<file path="src/rtl/tpeu_map.svh">
// offsets, field positions, reset values and timing counts of the exception unit
`ifndef TPEU_MAP_SVH
`define TPEU_MAP_SVH
// trace enable field encodings
`define TPEU_TE_EVERY 2'h2
`define TPEU_TE_BRANCH 2'h1
// saved-state field positions, bit 0 is the msb
`define TPEU_S1_LOAD 35
`define TPEU_S1_STORE 36
`define TPEU_S1_MSR_LO 37
`define TPEU_S1_MSR_HI 41
`define TPEU_S1_UNIMP 42
`define TPEU_S1_BKPT 43
`define TPEU_S1_ZERO_LO 44
`define TPEU_S1_ZERO_HI 47
// compatibility register
`define TPEU_PCR_V30 60
`define TPEU_PCR_V207 61
`define TPEU_PCR_V206 62
`define TPEU_PCR_RST 64'h0000_0000_0000_0000
// emulation image recode fields
`define TPEU_IMG_F_LO 11
`define TPEU_IMG_F_HI 20
`define TPEU_IMG_SF_LO 11
`define TPEU_IMG_SF_HI 14
`define TPEU_BHRB_OOR 10'h050
`define TPEU_BHRB_BASE 10'h100
`define TPEU_BHRB_CNT 10'h020
// store gathering
`define TPEU_GATH_MAX 8'h40
`define TPEU_CLK_NS 8
`define TPEU_GATH_WAIT_NS 64
`define TPEU_GATH_WAIT_CYC ((`TPEU_GATH_WAIT_NS) / (`TPEU_CLK_NS))
`endif

</file>
<file path="src/rtl/tpeu_pkg.sv">
// types shared by the exception unit files
package tpeu_pkg;
    // kind of trapped instruction handed to the image recoder
    typedef enum logic [2:0] {HK_NONE, HK_BHRB_RD, HK_BHRB_CLR, HK_BCTAR, HK_STOPF} tpeu_emulation_instr_image_reg_kind_t;
    // architecture level that introduced a problem-state instruction
    typedef enum logic [1:0] {VER_BASE, VER_206, VER_207, VER_30} tpeu_isa_ver_t;
    // monitor interrupt sequencing
    typedef enum logic [1:0] {PM_IDLE, PM_DRAIN} tpeu_pmu_state_t;
endpackage

</file>
<file path="src/rtl/tpeu_emulation_instr_image_reg_recode.sv">
// combinational recoder of trapped instructions into the emulation image
`timescale 1ns/10ps
`include "tpeu_map.svh"
module tpeu_emulation_instr_image_reg_recode
    import tpeu_pkg::*;
(
    input wire logic [0:31] instr,         // raw trapped instruction, bit 0 msb
    input wire tpeu_pkg::tpeu_emulation_instr_image_reg_kind_t kind,
    input wire logic [9:0] bhrbIdx,        // selected history entry
    output logic [0:31] image              // recoded image
);
    // in-range history entries map onto consecutive internal numbers
    logic [9:0] bhrbSpr;
    assign bhrbSpr = (bhrbIdx < `TPEU_BHRB_CNT) ?
        10'(`TPEU_BHRB_BASE + bhrbIdx) : `TPEU_BHRB_OOR;

    // one recode per kind; unrecoded positions keep the trapped instruction bits, except in the branch kind, which starts from zero
    always_comb begin
        image = instr;
        case (kind)
            HK_BHRB_RD: begin
                image[`TPEU_IMG_F_LO:`TPEU_IMG_F_HI] = bhrbSpr;
            end
            HK_BHRB_CLR: begin
                image[`TPEU_IMG_F_LO:`TPEU_IMG_F_HI] = `TPEU_BHRB_OOR;
            end
            HK_BCTAR: begin
                // fixed pattern bits; bo(4) is dropped, so it cannot be rebuilt
                image = 32'h0000_0000;
                image[2] = 1'b1;
                image[11:12] = 2'h3;
                image[20] = 1'b1;
                image[23:30] = 8'hB0;
                image[1] = instr[31];
                image[5:8] = instr[6:9];
                image[10] = instr[11];
                image[15:18] = instr[12:15];
                image[21:22] = instr[19:20];
            end
            HK_STOPF: begin
                image[`TPEU_IMG_SF_LO:`TPEU_IMG_SF_HI] = 4'hF;
            end
            default: begin
                image = instr;
            end
        endcase
    end
endmodule

</file>
<file path="src/rtl/tpeu_exception_unit.sv">
// trace, alignment, monitor, emulation image, compatibility and gather logic
`timescale 1ns/10ps
`include "tpeu_map.svh"
module tpeu_exception_unit
(
    input wire logic clk,                   // core clock
    input wire logic sys_rst,               // synchronous reset, high
    input wire logic cmplValid,             // one instruction completes
    input wire logic [0:63] cmplEa,         // its effective address
    input wire logic [0:63] cmplNextEa,     // address to resume at
    input wire logic [0:63] cmplDataEa,     // its storage address
    input wire logic cmplIsBranch,
    input wire logic cmplIsLoad,
    input wire logic cmplIsStore,
    input wire logic cmplZeroLenStr,        // string access of length zero
    input wire logic [1:0] traceEnableField, // value before the instruction
    input wire logic [0:63] msrBits,        // machine state before the interrupt
    input wire logic externalEnableBit,
    input wire logic monitorAlertEnable,
    input wire logic [7:0] pmcOverflow,     // core counter overflow events
    input wire logic nestOverflow,          // memory-mapped counter overflow
    input wire logic inflightEmpty,         // all prior dispatched done
    input wire logic bkptEnable,
    input wire logic [0:63] instrAddrBreakpointReg,
    input wire logic alignInt,              // alignment interrupt taken
    input wire logic [0:63] alignEa,
    input wire logic causeWrEn,             // software write of cause register
    input wire logic [0:31] causeWrData,
    input wire logic trapValid,             // illegal instruction trapped
    input wire logic [0:31] trapInstr,
    input wire tpeu_pkg::tpeu_emulation_instr_image_reg_kind_t trapKind,
    input wire logic [9:0] trapBhrbIdx,
    input wire logic compatWrEn,            // move to compatibility register
    input wire logic [0:63] compatWrData,
    input wire logic probState,             // decoding in problem state
    input wire tpeu_pkg::tpeu_isa_ver_t instrVer,
    input wire logic ciStValid,             // cache-inhibited store offered
    input wire logic [63:0] ciStAddr,
    input wire logic [3:0] ciStLen,         // bytes, 1 to 8
    output logic traceIntr,                 // one-cycle trace interrupt
    output logic pmuIntr,                   // one-cycle monitor interrupt
    output logic [0:63] saveRestoreAddrReg,
    output logic [0:63] saveRestoreStateReg,
    output logic [0:63] sampledInstrAddrReg,
    output logic [0:63] sampledDataAddrReg,
    output logic [0:63] dataFaultAddrReg,
    output logic [0:31] dataStorageCauseReg,
    output logic [0:31] emulationInstrImageReg,
    output logic [0:63] compatModeControl,
    output logic compatIllegal,             // decode must treat as illegal
    output logic gathStall,                 // gather window held open
    output logic gathFlush,                 // one-cycle gathered store out
    output logic [63:0] gathAddr,
    output logic [7:0] gathLen
);
    import tpeu_pkg::*;

    // trace decode
    logic teEvery;      // every-instruction mode
    logic teBranch;     // branch-only mode
    logic bkptHit;      // breakpoint address match
    logic traceHit;     // trace due for this completion
    logic isLoadRec;    // load flag, cleared for zero length
    logic isStoreRec;   // store flag, cleared for zero length
    logic sdarLoad;     // storage address is recorded

    assign teEvery = (traceEnableField == `TPEU_TE_EVERY);
    assign teBranch = (traceEnableField == `TPEU_TE_BRANCH);
    // field is sampled before the instruction, so a move that alters it still traces
    assign bkptHit = cmplValid & bkptEnable & (cmplEa == instrAddrBreakpointReg);
    assign traceHit = cmplValid & (teEvery | (teBranch & cmplIsBranch) | bkptHit);
    assign isLoadRec = cmplIsLoad & ~cmplZeroLenStr;
    assign isStoreRec = cmplIsStore & ~cmplZeroLenStr;
    assign sdarLoad = (cmplIsLoad | cmplIsStore) & ~cmplZeroLenStr;

    // saved state image for a trace
    logic [0:63] srr1Nxt;
    always_comb begin
        srr1Nxt = msrBits;
        srr1Nxt[`TPEU_S1_LOAD] = isLoadRec;
        srr1Nxt[`TPEU_S1_STORE] = isStoreRec;
        // unimplemented state bit always reads zero
        srr1Nxt[`TPEU_S1_UNIMP] = 1'b0;
        srr1Nxt[`TPEU_S1_BKPT] = bkptHit;
        srr1Nxt[`TPEU_S1_ZERO_LO:`TPEU_S1_ZERO_HI] = 4'h0;
    end

    // trace pulse and save/restore registers
    always_ff @(posedge clk) begin
        if (sys_rst) begin
            traceIntr <= 1'b0;
            saveRestoreAddrReg <= 64'h0;
            saveRestoreStateReg <= 64'h0;
        end else begin
            traceIntr <= traceHit;
            if (traceHit) begin
                saveRestoreAddrReg <= cmplNextEa;
                saveRestoreStateReg <= srr1Nxt;
            end
        end
    end

    // sampled addresses have no reset: each is undefined until a trace first writes it
    always_ff @(posedge clk) begin
        if (traceHit) begin
            sampledInstrAddrReg <= cmplEa;
        end
        if (traceHit & sdarLoad) begin
            sampledDataAddrReg <= cmplDataEa;
        end
    end

    // monitor condition and drain sequencing
    tpeu_pmu_state_t pmState_r;
    tpeu_pmu_state_t pmState_nxt;
    logic pmCond;   // overflow seen while both enables set
    logic pmTake;   // deliver this cycle

    assign pmCond = externalEnableBit & monitorAlertEnable &
        ((|pmcOverflow) | nestOverflow);
    // trace owns the cycle; the monitor request stays pending behind it
    assign pmTake = (pmState_r == PM_DRAIN) & inflightEmpty & ~traceHit;

    // next state; a new overflow while taking keeps it pending
    always_comb begin
        pmState_nxt = pmState_r;
        case (pmState_r)
            PM_IDLE: begin
                if (pmCond) begin
                    pmState_nxt = PM_DRAIN;
                end
            end
            PM_DRAIN: begin
                if (pmTake & ~pmCond) begin
                    pmState_nxt = PM_IDLE;
                end
            end
            default: begin
                pmState_nxt = PM_IDLE;
            end
        endcase
    end

    // monitor state and pulse
    always_ff @(posedge clk) begin
        if (sys_rst) begin
            pmState_r <= PM_IDLE;
            pmuIntr <= 1'b0;
        end else begin
            pmState_r <= pmState_nxt;
            pmuIntr <= pmTake;
        end
    end

    // fault address follows alignment; cause register only by software
    always_ff @(posedge clk) begin
        if (sys_rst) begin
            dataFaultAddrReg <= 64'h0;
            dataStorageCauseReg <= 32'h0;
        end else begin
            if (alignInt) begin
                dataFaultAddrReg <= alignEa;
            end
            // alignment deliberately has no path into the cause register
            if (causeWrEn) begin
                dataStorageCauseReg <= causeWrData;
            end
        end
    end

    // emulation image
    logic [0:31] heirImg;   // recoded trapped instruction
    tpeu_emulation_instr_image_reg_recode u_recode (
        .instr(trapInstr),
        .kind(trapKind),
        .bhrbIdx(trapBhrbIdx),
        .image(heirImg)
    );

    // image captured once per trap
    always_ff @(posedge clk) begin
        if (sys_rst) begin
            emulationInstrImageReg <= 32'h0;
        end else if (trapValid) begin
            emulationInstrImageReg <= heirImg;
        end
    end

    // compatibility register
    always_ff @(posedge clk) begin
        if (sys_rst) begin
            compatModeControl <= `TPEU_PCR_RST;
        end else if (compatWrEn) begin
            compatModeControl <= compatWrData;
        end
    end

    // decode reads the register live, so no cache flush is needed
    logic disV30;   // newest level off
    logic disV207;  // 2.07 additions off
    logic disV206;  // 2.06 additions off
    assign disV30 = compatModeControl[`TPEU_PCR_V30];
    assign disV207 = compatModeControl[`TPEU_PCR_V207];
    assign disV206 = compatModeControl[`TPEU_PCR_V206];
    assign compatIllegal = probState & (((instrVer == VER_30) & disV30) |
        ((instrVer == VER_207) & disV207) |
        ((instrVer == VER_206) & disV206));

    // store gathering
    logic gOpen_r;          // a gather is being built
    logic [63:0] gAddr_r;   // start address
    logic [7:0] gLen_r;     // bytes gathered
    logic [7:0] gWait_r;    // cycles since last merge
    logic [7:0] gSum;       // length after a merge
    logic gAdj;             // offered store extends the gather
    logic gExpire;          // stall window ran out
    logic gClose;           // emit current gather

    assign gSum = gLen_r + {4'h0, ciStLen};
    assign gAdj = gOpen_r & (ciStAddr == (gAddr_r + {56'h0, gLen_r})) &
        (gSum <= `TPEU_GATH_MAX);
    // holding the gather open trades latency for fewer bus writes
    assign gExpire = gOpen_r & (gWait_r == 8'(`TPEU_GATH_WAIT_CYC - 1));
    assign gClose = gOpen_r & ((ciStValid & ~gAdj) | (~ciStValid & gExpire));
    assign gathStall = gOpen_r;

    // gather buffer bookkeeping
    always_ff @(posedge clk) begin
        if (sys_rst) begin
            gOpen_r <= 1'b0;
            gAddr_r <= 64'h0;
            gLen_r <= 8'h00;
            gWait_r <= 8'h00;
        end else if (ciStValid & gAdj) begin
            gLen_r <= gSum;
            gWait_r <= 8'h00;
        end else if (ciStValid) begin
            gOpen_r <= 1'b1;
            gAddr_r <= ciStAddr;
            gLen_r <= {4'h0, ciStLen};
            gWait_r <= 8'h00;
        end else if (gExpire) begin
            gOpen_r <= 1'b0;
        end else if (gOpen_r) begin
            gWait_r <= gWait_r + 8'h01;
        end
    end

    // gathered store output
    always_ff @(posedge clk) begin
        if (sys_rst) begin
            gathFlush <= 1'b0;
            gathAddr <= 64'h0;
            gathLen <= 8'h00;
        end else begin
            gathFlush <= gClose;
            if (gClose) begin
                gathAddr <= gAddr_r;
                gathLen <= gLen_r;
            end
        end
    end

    // checks
    property p_trace_mode;
        @(posedge clk) disable iff (sys_rst)
        cmplValid && (teEvery || (teBranch && cmplIsBranch)) |=> traceIntr;
    endproperty
    a_trace_mode: assert property (p_trace_mode) else $error("trace missed");
    property p_no_trace;
        @(posedge clk) disable iff (sys_rst)
        !(cmplValid && (teEvery || (teBranch && cmplIsBranch) || bkptHit)) |=> !traceIntr;
    endproperty
    a_no_trace: assert property (p_no_trace) else $error("spurious trace");
    property p_bkpt;
        @(posedge clk) disable iff (sys_rst)
        bkptHit |=> traceIntr && saveRestoreStateReg[`TPEU_S1_BKPT];
    endproperty
    a_bkpt: assert property (p_bkpt) else $error("breakpoint trace wrong");
    property p_ldst;
        @(posedge clk) disable iff (sys_rst)
        traceHit |=> saveRestoreStateReg[`TPEU_S1_LOAD] == $past(isLoadRec) &&
            saveRestoreStateReg[`TPEU_S1_STORE] == $past(isStoreRec) &&
            saveRestoreStateReg[`TPEU_S1_ZERO_LO:`TPEU_S1_ZERO_HI] == 4'h0;
    endproperty
    a_ldst: assert property (p_ldst) else $error("saved state wrong");
    property p_sampled_instr_addr_reg;
        @(posedge clk) disable iff (sys_rst)
        traceHit && !bkptHit |=> sampledInstrAddrReg == $past(cmplEa);
    endproperty
    a_sampled_instr_addr_reg: assert property (p_sampled_instr_addr_reg) else $error("sampled address wrong");
    property p_pmu_gate;
        @(posedge clk) disable iff (sys_rst)
        pmuIntr |-> $past(inflightEmpty) && !traceIntr;
    endproperty
    a_pmu_gate: assert property (p_pmu_gate) else $error("monitor taken early");
    property p_pmu_kept;
        @(posedge clk) disable iff (sys_rst)
        pmCond && traceHit |=> pmState_r == PM_DRAIN;
    endproperty
    a_pmu_kept: assert property (p_pmu_kept) else $error("monitor event lost");
    property p_align;
        @(posedge clk) disable iff (sys_rst)
        alignInt && !causeWrEn |=> $stable(dataStorageCauseReg) &&
            dataFaultAddrReg == $past(alignEa);
    endproperty
    a_align: assert property (p_align) else $error("alignment update wrong");
    property p_compat;
        @(posedge clk) disable iff (sys_rst)
        compatWrEn |=> disV30 == $past(compatWrData[`TPEU_PCR_V30]) &&
            disV207 == $past(compatWrData[`TPEU_PCR_V207]) &&
            disV206 == $past(compatWrData[`TPEU_PCR_V206]);
    endproperty
    a_compat: assert property (p_compat) else $error("compat not applied");
endmodule

</file>
<file path="config.mk">
export PLATFORM = sky130hd
export DESIGN_NAME = tpeu_exception_unit
export DESIGN_NICKNAME = d
export VERILOG_FILES = /design/src/rtl/tpeu_pkg.sv /design/src/rtl/tpeu_emulation_instr_image_reg_recode.sv /design/src/rtl/tpeu_exception_unit.sv
export VERILOG_INCLUDE_DIRS = /design/src /design/src/rtl
export SDC_FILE = /design/constraint.sdc
export NUM_CORES = 1
export LEC_CHECK = 0
export BUFFER_PORTS_ARGS = -buffer_cell sky130_fd_sc_hd__buf_4
export CAP_MARGIN = 15
export CORE_AREA = 2 2 453 455
export CTS_BUF_LIST = sky130_fd_sc_hd__clkbuf_2
export DETAILED_ROUTE_END_ITERATION = 10
export DIE_AREA = 0 0 455 457
export PLACE_DENSITY = 0.31
export SLEW_MARGIN = 15
export SYNTH_ARGS = -nofsm -noshare
export SYNTH_HDL_FRONTEND = slang
export SYNTH_SLANG_ARGS = --single-unit
</file>
<file path="constraint.sdc">
create_clock -name clk -period 10.7 [get_ports clk]
set_clock_uncertainty 0.05 [all_clocks]
set_input_delay 2.14 -clock clk [delete_from_list [all_inputs] [get_ports clk]]
set_output_delay 2.14 -clock clk [all_outputs]
set_load 0.1 [all_outputs]
</file>
### Word level (Yosys, flattened, before mapping)

Index checks and enable logic that the tools add are counted.

* add/sub/neg operators: 4
* order comparisons: 2
* bitwise gates (word level): 38
* reductions and logical operators: 9
* mux-type cells: 12
* equality and inequality tests: 15

Operators by type and width (number)
* 64-bit equality test: 2
* 64-bit by 8-bit adder with 64-bit output: 1
* 1-bit bitwise AND: 24
* 11-bit 2-to-1 mux: 2
* 6-bit case mux with 3 select lines: 1
* 8-bit 2-to-1 mux: 2
* 4-bit case mux with 4 select lines: 1
* 9-bit by 10-bit adder with 10-bit output (first input constant): 1
* 10-bit by 6-bit less-than comparator with 1-bit output (second input constant): 1
* 10-bit 2-to-1 mux: 1
* 8-bit by 1-bit adder with 8-bit output (second input constant): 1
* 8-bit by 4-bit adder with 8-bit output: 1
* 8-bit by 3-bit equality test with 1-bit output (second input constant): 1
* 8-bit by 7-bit less-or-equal comparator with 1-bit output (second input constant): 1
* 2-bit AND reduction: 4
* 8-bit OR reduction: 1
* 1-bit NOT: 7
* 1-bit OR: 7
* 2-bit by 1-bit equality test with 1-bit output (second input constant): 3
* 2-bit equality test (second input constant): 3
* 3-bit by 2-bit equality test with 1-bit output (second input constant): 2
* 2-bit 2-to-1 mux: 2
* 2-bit case mux with 2 select lines: 1
* 2-bit nonzero test: 2
* other kinds (7): 8

* bits in registers: 601
* bits of input ports: 623

### Depth between registers and ports, before layout

* depth after elaboration: 10
* depth in mapped cells: 14
* depth with buffers taken out: 12

### Cells and area by module

Synthesis repeated with hierarchy kept, for this count alone.

* cells, all modules: 2575
* area total of the unflattened synthesis: 25535.7 µm²

By module, submodules not included
* tpeu_exception_unit: sequential area each 13292.7 µm², cells each 2504, instances 1, area an instance 25060.3 µm²
* tpeu_emulation_instr_image_reg_recode: sequential area each 0.0 µm², cells each 71, instances 1, area an instance 475.5 µm²

### Least setup slack after synthesis

OpenSTA, ideal clock, no wires.

* path kind: in2reg
* start point: input port instrAddrBreakpointReg[43] (netlist bit)
* end point: register sampledDataAddrReg[0] (netlist bit), enable pin
* stages: 9
* arrival time: 8.363 ns
* buffers on the path: 2
* path slack: 1.722 ns
* path through: nand2b_1 > o2111ai_1 > a2111oi_0 > nand4_1 > or4_1 > a21bo_2 > clkbuf_1 > clkbuf_1 > nor3_1

* longest elaborated chain between the ends: 5

Ends and longest elaborated chain
* from (decl): RTL line tpeu_exception_unit.sv:24 `input wire logic [0:63] instrAddrBreakpointReg,`
* 64-bit equality test: RTL line tpeu_exception_unit.sv:70 `assign bkptHit = cmplValid & bkptEnable & (cmplEa == instrAddrBreakpointReg);`
* 1-bit bitwise AND: RTL line tpeu_exception_unit.sv:70
* 1-bit OR: RTL line tpeu_exception_unit.sv:71 `assign traceHit = cmplValid & (teEvery | (teBranch & cmplIsBranch) | bkptHit);`
* 1-bit bitwise AND: RTL line tpeu_exception_unit.sv:71
* 1-bit bitwise AND: RTL line tpeu_exception_unit.sv:108 `if (traceHit & sdarLoad) begin`
* to (signal assigned): RTL line tpeu_exception_unit.sv:109 `sampledDataAddrReg <= cmplDataEa;`
* to (decl): RTL line tpeu_exception_unit.sv:45 `output logic [0:63] sampledDataAddrReg,`

No other way between the ends.
A chain may end at the register's enable or synchronous reset.

### Worst setup path in the final report

* start point: register gLen_r[5]
* end point: register gathAddr[55]

* longest elaborated chain between the ends: 8
* elaborated cells between the ends (all ways): 10

Ends and longest elaborated chain
* from (decl): RTL line tpeu_exception_unit.sv:212 `logic [7:0] gLen_r;`
* from (signal assigned): RTL line tpeu_exception_unit.sv:235 `gLen_r <= gSum;`
* from (signal assigned): RTL line tpeu_exception_unit.sv:240 `gLen_r <= {4'h0, ciStLen};`
* 64-bit by 8-bit adder with 64-bit output: RTL line tpeu_exception_unit.sv:220 `assign gAdj = gOpen_r & (ciStAddr == (gAddr_r + {56'h0, gLen_r})) &`
* 64-bit equality test: RTL line tpeu_exception_unit.sv:220
* 1-bit bitwise AND: RTL line tpeu_exception_unit.sv:220
* 1-bit bitwise AND (*): RTL line tpeu_exception_unit.sv:220
* 1-bit NOT (*): RTL line tpeu_exception_unit.sv:224 `assign gClose = gOpen_r & ((ciStValid & ~gAdj) | (~ciStValid & gExpire));`
* 1-bit bitwise AND (*): RTL line tpeu_exception_unit.sv:224
* 1-bit OR (*): RTL line tpeu_exception_unit.sv:224
* 1-bit bitwise AND (*): RTL line tpeu_exception_unit.sv:224
* to (signal assigned): RTL line tpeu_exception_unit.sv:258 `gathAddr <= gAddr_r;`
* to (decl): RTL line tpeu_exception_unit.sv:53 `output logic [63:0] gathAddr,`

Mark *: on every way between the ends. The rest lies on a longest branch, timed or not.

==> flow_summary.yaml <==
status:
  outcome: "finished, final reports clean"
power_and_ir_drop:
  power_frac_clock_pct: 32.6
  p_int_w: 0.003602
  report.power.total_w: 0.006035
  power_switching_w: 0.002433
  p_comb_share_pct: 25.8
  p_leak_nw: 16.75
  power.density_mw_per_mm2: 156.5
  switching_share_pct: 40.31
  seqPwrFrac_pct: 41.5
  ir_worst_vdd_uv: 72.47
clock_network:
  path_clk_slew_ns: 0.08
  cts.sinks: 600
  cts-buffers-inserted: 192
  cts_buffer_depth: 3
  insertion_delay_ns: 1.64
  cts_max_level: 4
  cts_resized: 0
  cts_tree: "built"
  cts_setup_buffers: 0
  holdBufCountCts: 0
  cts_root_buf: "clkbuf_2"
floorplanning:
  die_h_um: 457
  ios: 1148
  fp.dieArea_mm2: 0.2079
  start_util_pct: 12.51
  die_x_um: 455
  core_region_area_mm2: 0.2033
  fp-row-count: 166
grt:
  gr-usage-met2_pct: 27.61
  use_met3_pct: 5.099
  grt-ovfl-total: 0
  grt.busiest_layer: "met2"
  grt_pass1_vias: 24300
  grt_max_degree: 122
  grt_pass1_wl_um: 220300
  gr-usage-met1_pct: 17.96
  antenna_found_initial: 50
  grt.total_usage_pct: 15.61
detailed_routing:
  drtPass1Iterations: 5
  post_drt_via_cell_ratio: 3.718
  drt_first_iter_violations: 1520
  wire_per_inst_um: 25.44
  drt-total-wl_um: 169400
  dr_total_vias: 24760
  drc: 0
  postRouteAntennaNets: 0
run:
  maxCapViolCount: 0
final_layout:
  drive_gt1_share_pct: 37.57
  layout.nets: 4454
  area_growth_pct: 51.61
yosys:
  yosysWarningCount: 0
  postSynth.asyncResetShare_pct: 0
  ys_ff_latch: 600
  ys_seq_area_share_pct: 52.25
  synth_top_cell_by_area: "dfxtp_1"
  yosysTopAreaCellShare_pct: 37.14
  yosysMostFrequentCell: "nand2_1"
  ys_top_cells_by_area: "dfxtp_1 (37%), edfxtp_1 (15%), mux2i_1 (12%)"
  ys.flop_type: "dfxtp_1"
  netlist_instances: 2621
  syn_avg_cell_area_um2: 9.706
  netlist_area_mm2: 0.02544
  ys_top_cells_by_count: "nand2_1 (524), dfxtp_1 (472), mux2i_1 (306)"
  ys_types: 84
  synth_edf_count: 128
sta:
  finalCritPeriodShare_pct: 57.95
  maxSlewHeadroom_pct: 19.69
  min_period_ns: 6.200
  slew_violations: 0
  hold_viol: 0
  worstMarginPinSlew_ns: 1.205
  fmax_ghz: 0.1613
  rsz0062_at_grt: "false"
  setup_viol: 0
  setup_tns_ns: 0
place:
  port_buffers: 1134
  hpwl_um: 137900
  gp_congestion: 0.8781
critical_path:
  crit_arrival_ns: 7.67
  path_class: "flip-flop to flip-flop"
  cp-end-kind: "flip-flop"
  path_max_fanout: 49
  critPathRequiredTime_ns: 12.17
  ff2ff_path_depth: 11
  critPathLaunchType: "flip-flop"
min_path:
  hold_path.class: "flip-flop to flip-flop"
  min_path_cells: 2
==> layout make-up <==
class                   instances  area (um2)
multi-input cells            1827       11310
repair buffers               1156        8686
clock buffers                 282        1411
diodes                         22       55.05
fillers                     22880      164800
well taps                    2688        3363
clock inverters                48       305.3
inverters                      37       151.4
flip-flops and latches        600       13290
==> sequential cells by signal, summed over array words and instances, names as in the netlist <==
signal	cells
gWait_r	8
compatModeControl	64
sampledDataAddrReg	64
emulationInstrImageReg	32
gathAddr	64
sampledInstrAddrReg	64
traceIntr	1
dataStorageCauseReg	32
pmState_r	1
gathStall	1
saveRestoreStateReg	59
saveRestoreAddrReg	64
gathFlush	1
pmuIntr	1
gAddr_r	64
gathLen	8
dataFaultAddrReg	64
gLen_r	8
==> stage by stage <==
step / utilization [%] / hold slack, ns / worst slack, ns / instance area [um2] / std cells
global route: 18.96 / 0.1750 / 4.030 / 38540 / 6649
global placement: 18.08 / 0.3943 / 2.871 / 36770 / 6306
detailed placement: 18.10 / 0.3966 / 3.507 / 36800 / 6308
floorplan: - / 0.3957 / 1.722 / 25460 / 2625
finish: 18.97 / 0.4072 / 4.500 / 38570 / 6660
CTS: 18.94 / 0.1173 / 4.439 / 38520 / 6638
==> critical path: stages (launching register included) <==
cell       delay, ns
dfxtp_1         0.44
ha_1            0.50
and3_1          0.27
nand3_1         0.26
a2111oi_2       1.12
nand3_1         0.14
o31ai_1         0.51
nand4_1         0.25
nor4_4          0.70
a31o_4          0.67
buf_4           0.86
mux2i_1         0.26
==> layout by cell type (no fill, tap or decap), types with 35 or more instances in the layout <==
| master | count |
|---|---|
| nand3_1 | 58 |
| nor2_1 | 238 |
| buf_4 | 1155 |
| inv_1 | 35 |
| xor2_1 | 59 |
| a21oi_1 | 156 |
| xnor2_1 | 79 |
| nand4_1 | 50 |
| mux2i_1 | 306 |
| clkbuf_2 | 282 |
| nand2_1 | 524 |
| dfxtp_1 | 472 |
| edfxtp_1 | 128 |
==> cells by family (layout without fill, tap and decap cells) <==
| group | count (synthesis) | count (layout) | share of synthesized area, % |
|---|---|---|---|
| AND/OR/NAND/NOR | 1025 | 1025 | 17.77 |
| flip-flops | 600 | 600 | 52.25 |
| AO/OA/AOI/OAI | 334 | 334 | 8.626 |
| multiplexers | 308 | 308 | 12.13 |
| buffers and inverters | 198 | 1523 | 3.561 |
| XOR/XNOR | 138 | 138 | 4.751 |
| adder cells (fa/ha/maj) | 17 | 17 | 0.8951 |
| other | 1 | 27 | 0.01474 |
==> worst paths after layout <==
check                                        startpoint                       to  slack (ns)
worst max-delay path                          gLen_r[5]             gathAddr[55]        4.50
worst min register to register  saveRestoreStateReg[37]  saveRestoreStateReg[37]        0.41
worst min-delay path            saveRestoreStateReg[37]  saveRestoreStateReg[37]        0.41
worst max register to register                gLen_r[5]             gathAddr[55]        4.50
==> power by group through the flow <==
stage / Sequential [W] / Clock [W] / Combinational, W
floorplan: 0.00323 / 0 / 0.000327
global placement: 0.00256 / 0 / 0.00158
detailed placement: 0.00256 / 0 / 0.00158
CTS: 0.00251 / 0.00211 / 0.00158
global route: 0.00252 / 0.00222 / 0.00162
finish: 0.00251 / 0.00197 / 0.00156
==> layer usage <==
metal,part of all wire (%),wire length [um]
met1,40,67310
met2,51,86480
met3,7.2,12230
met4,1.9,3253
met5,0.080,135
(Power assumes the default switching activity.)
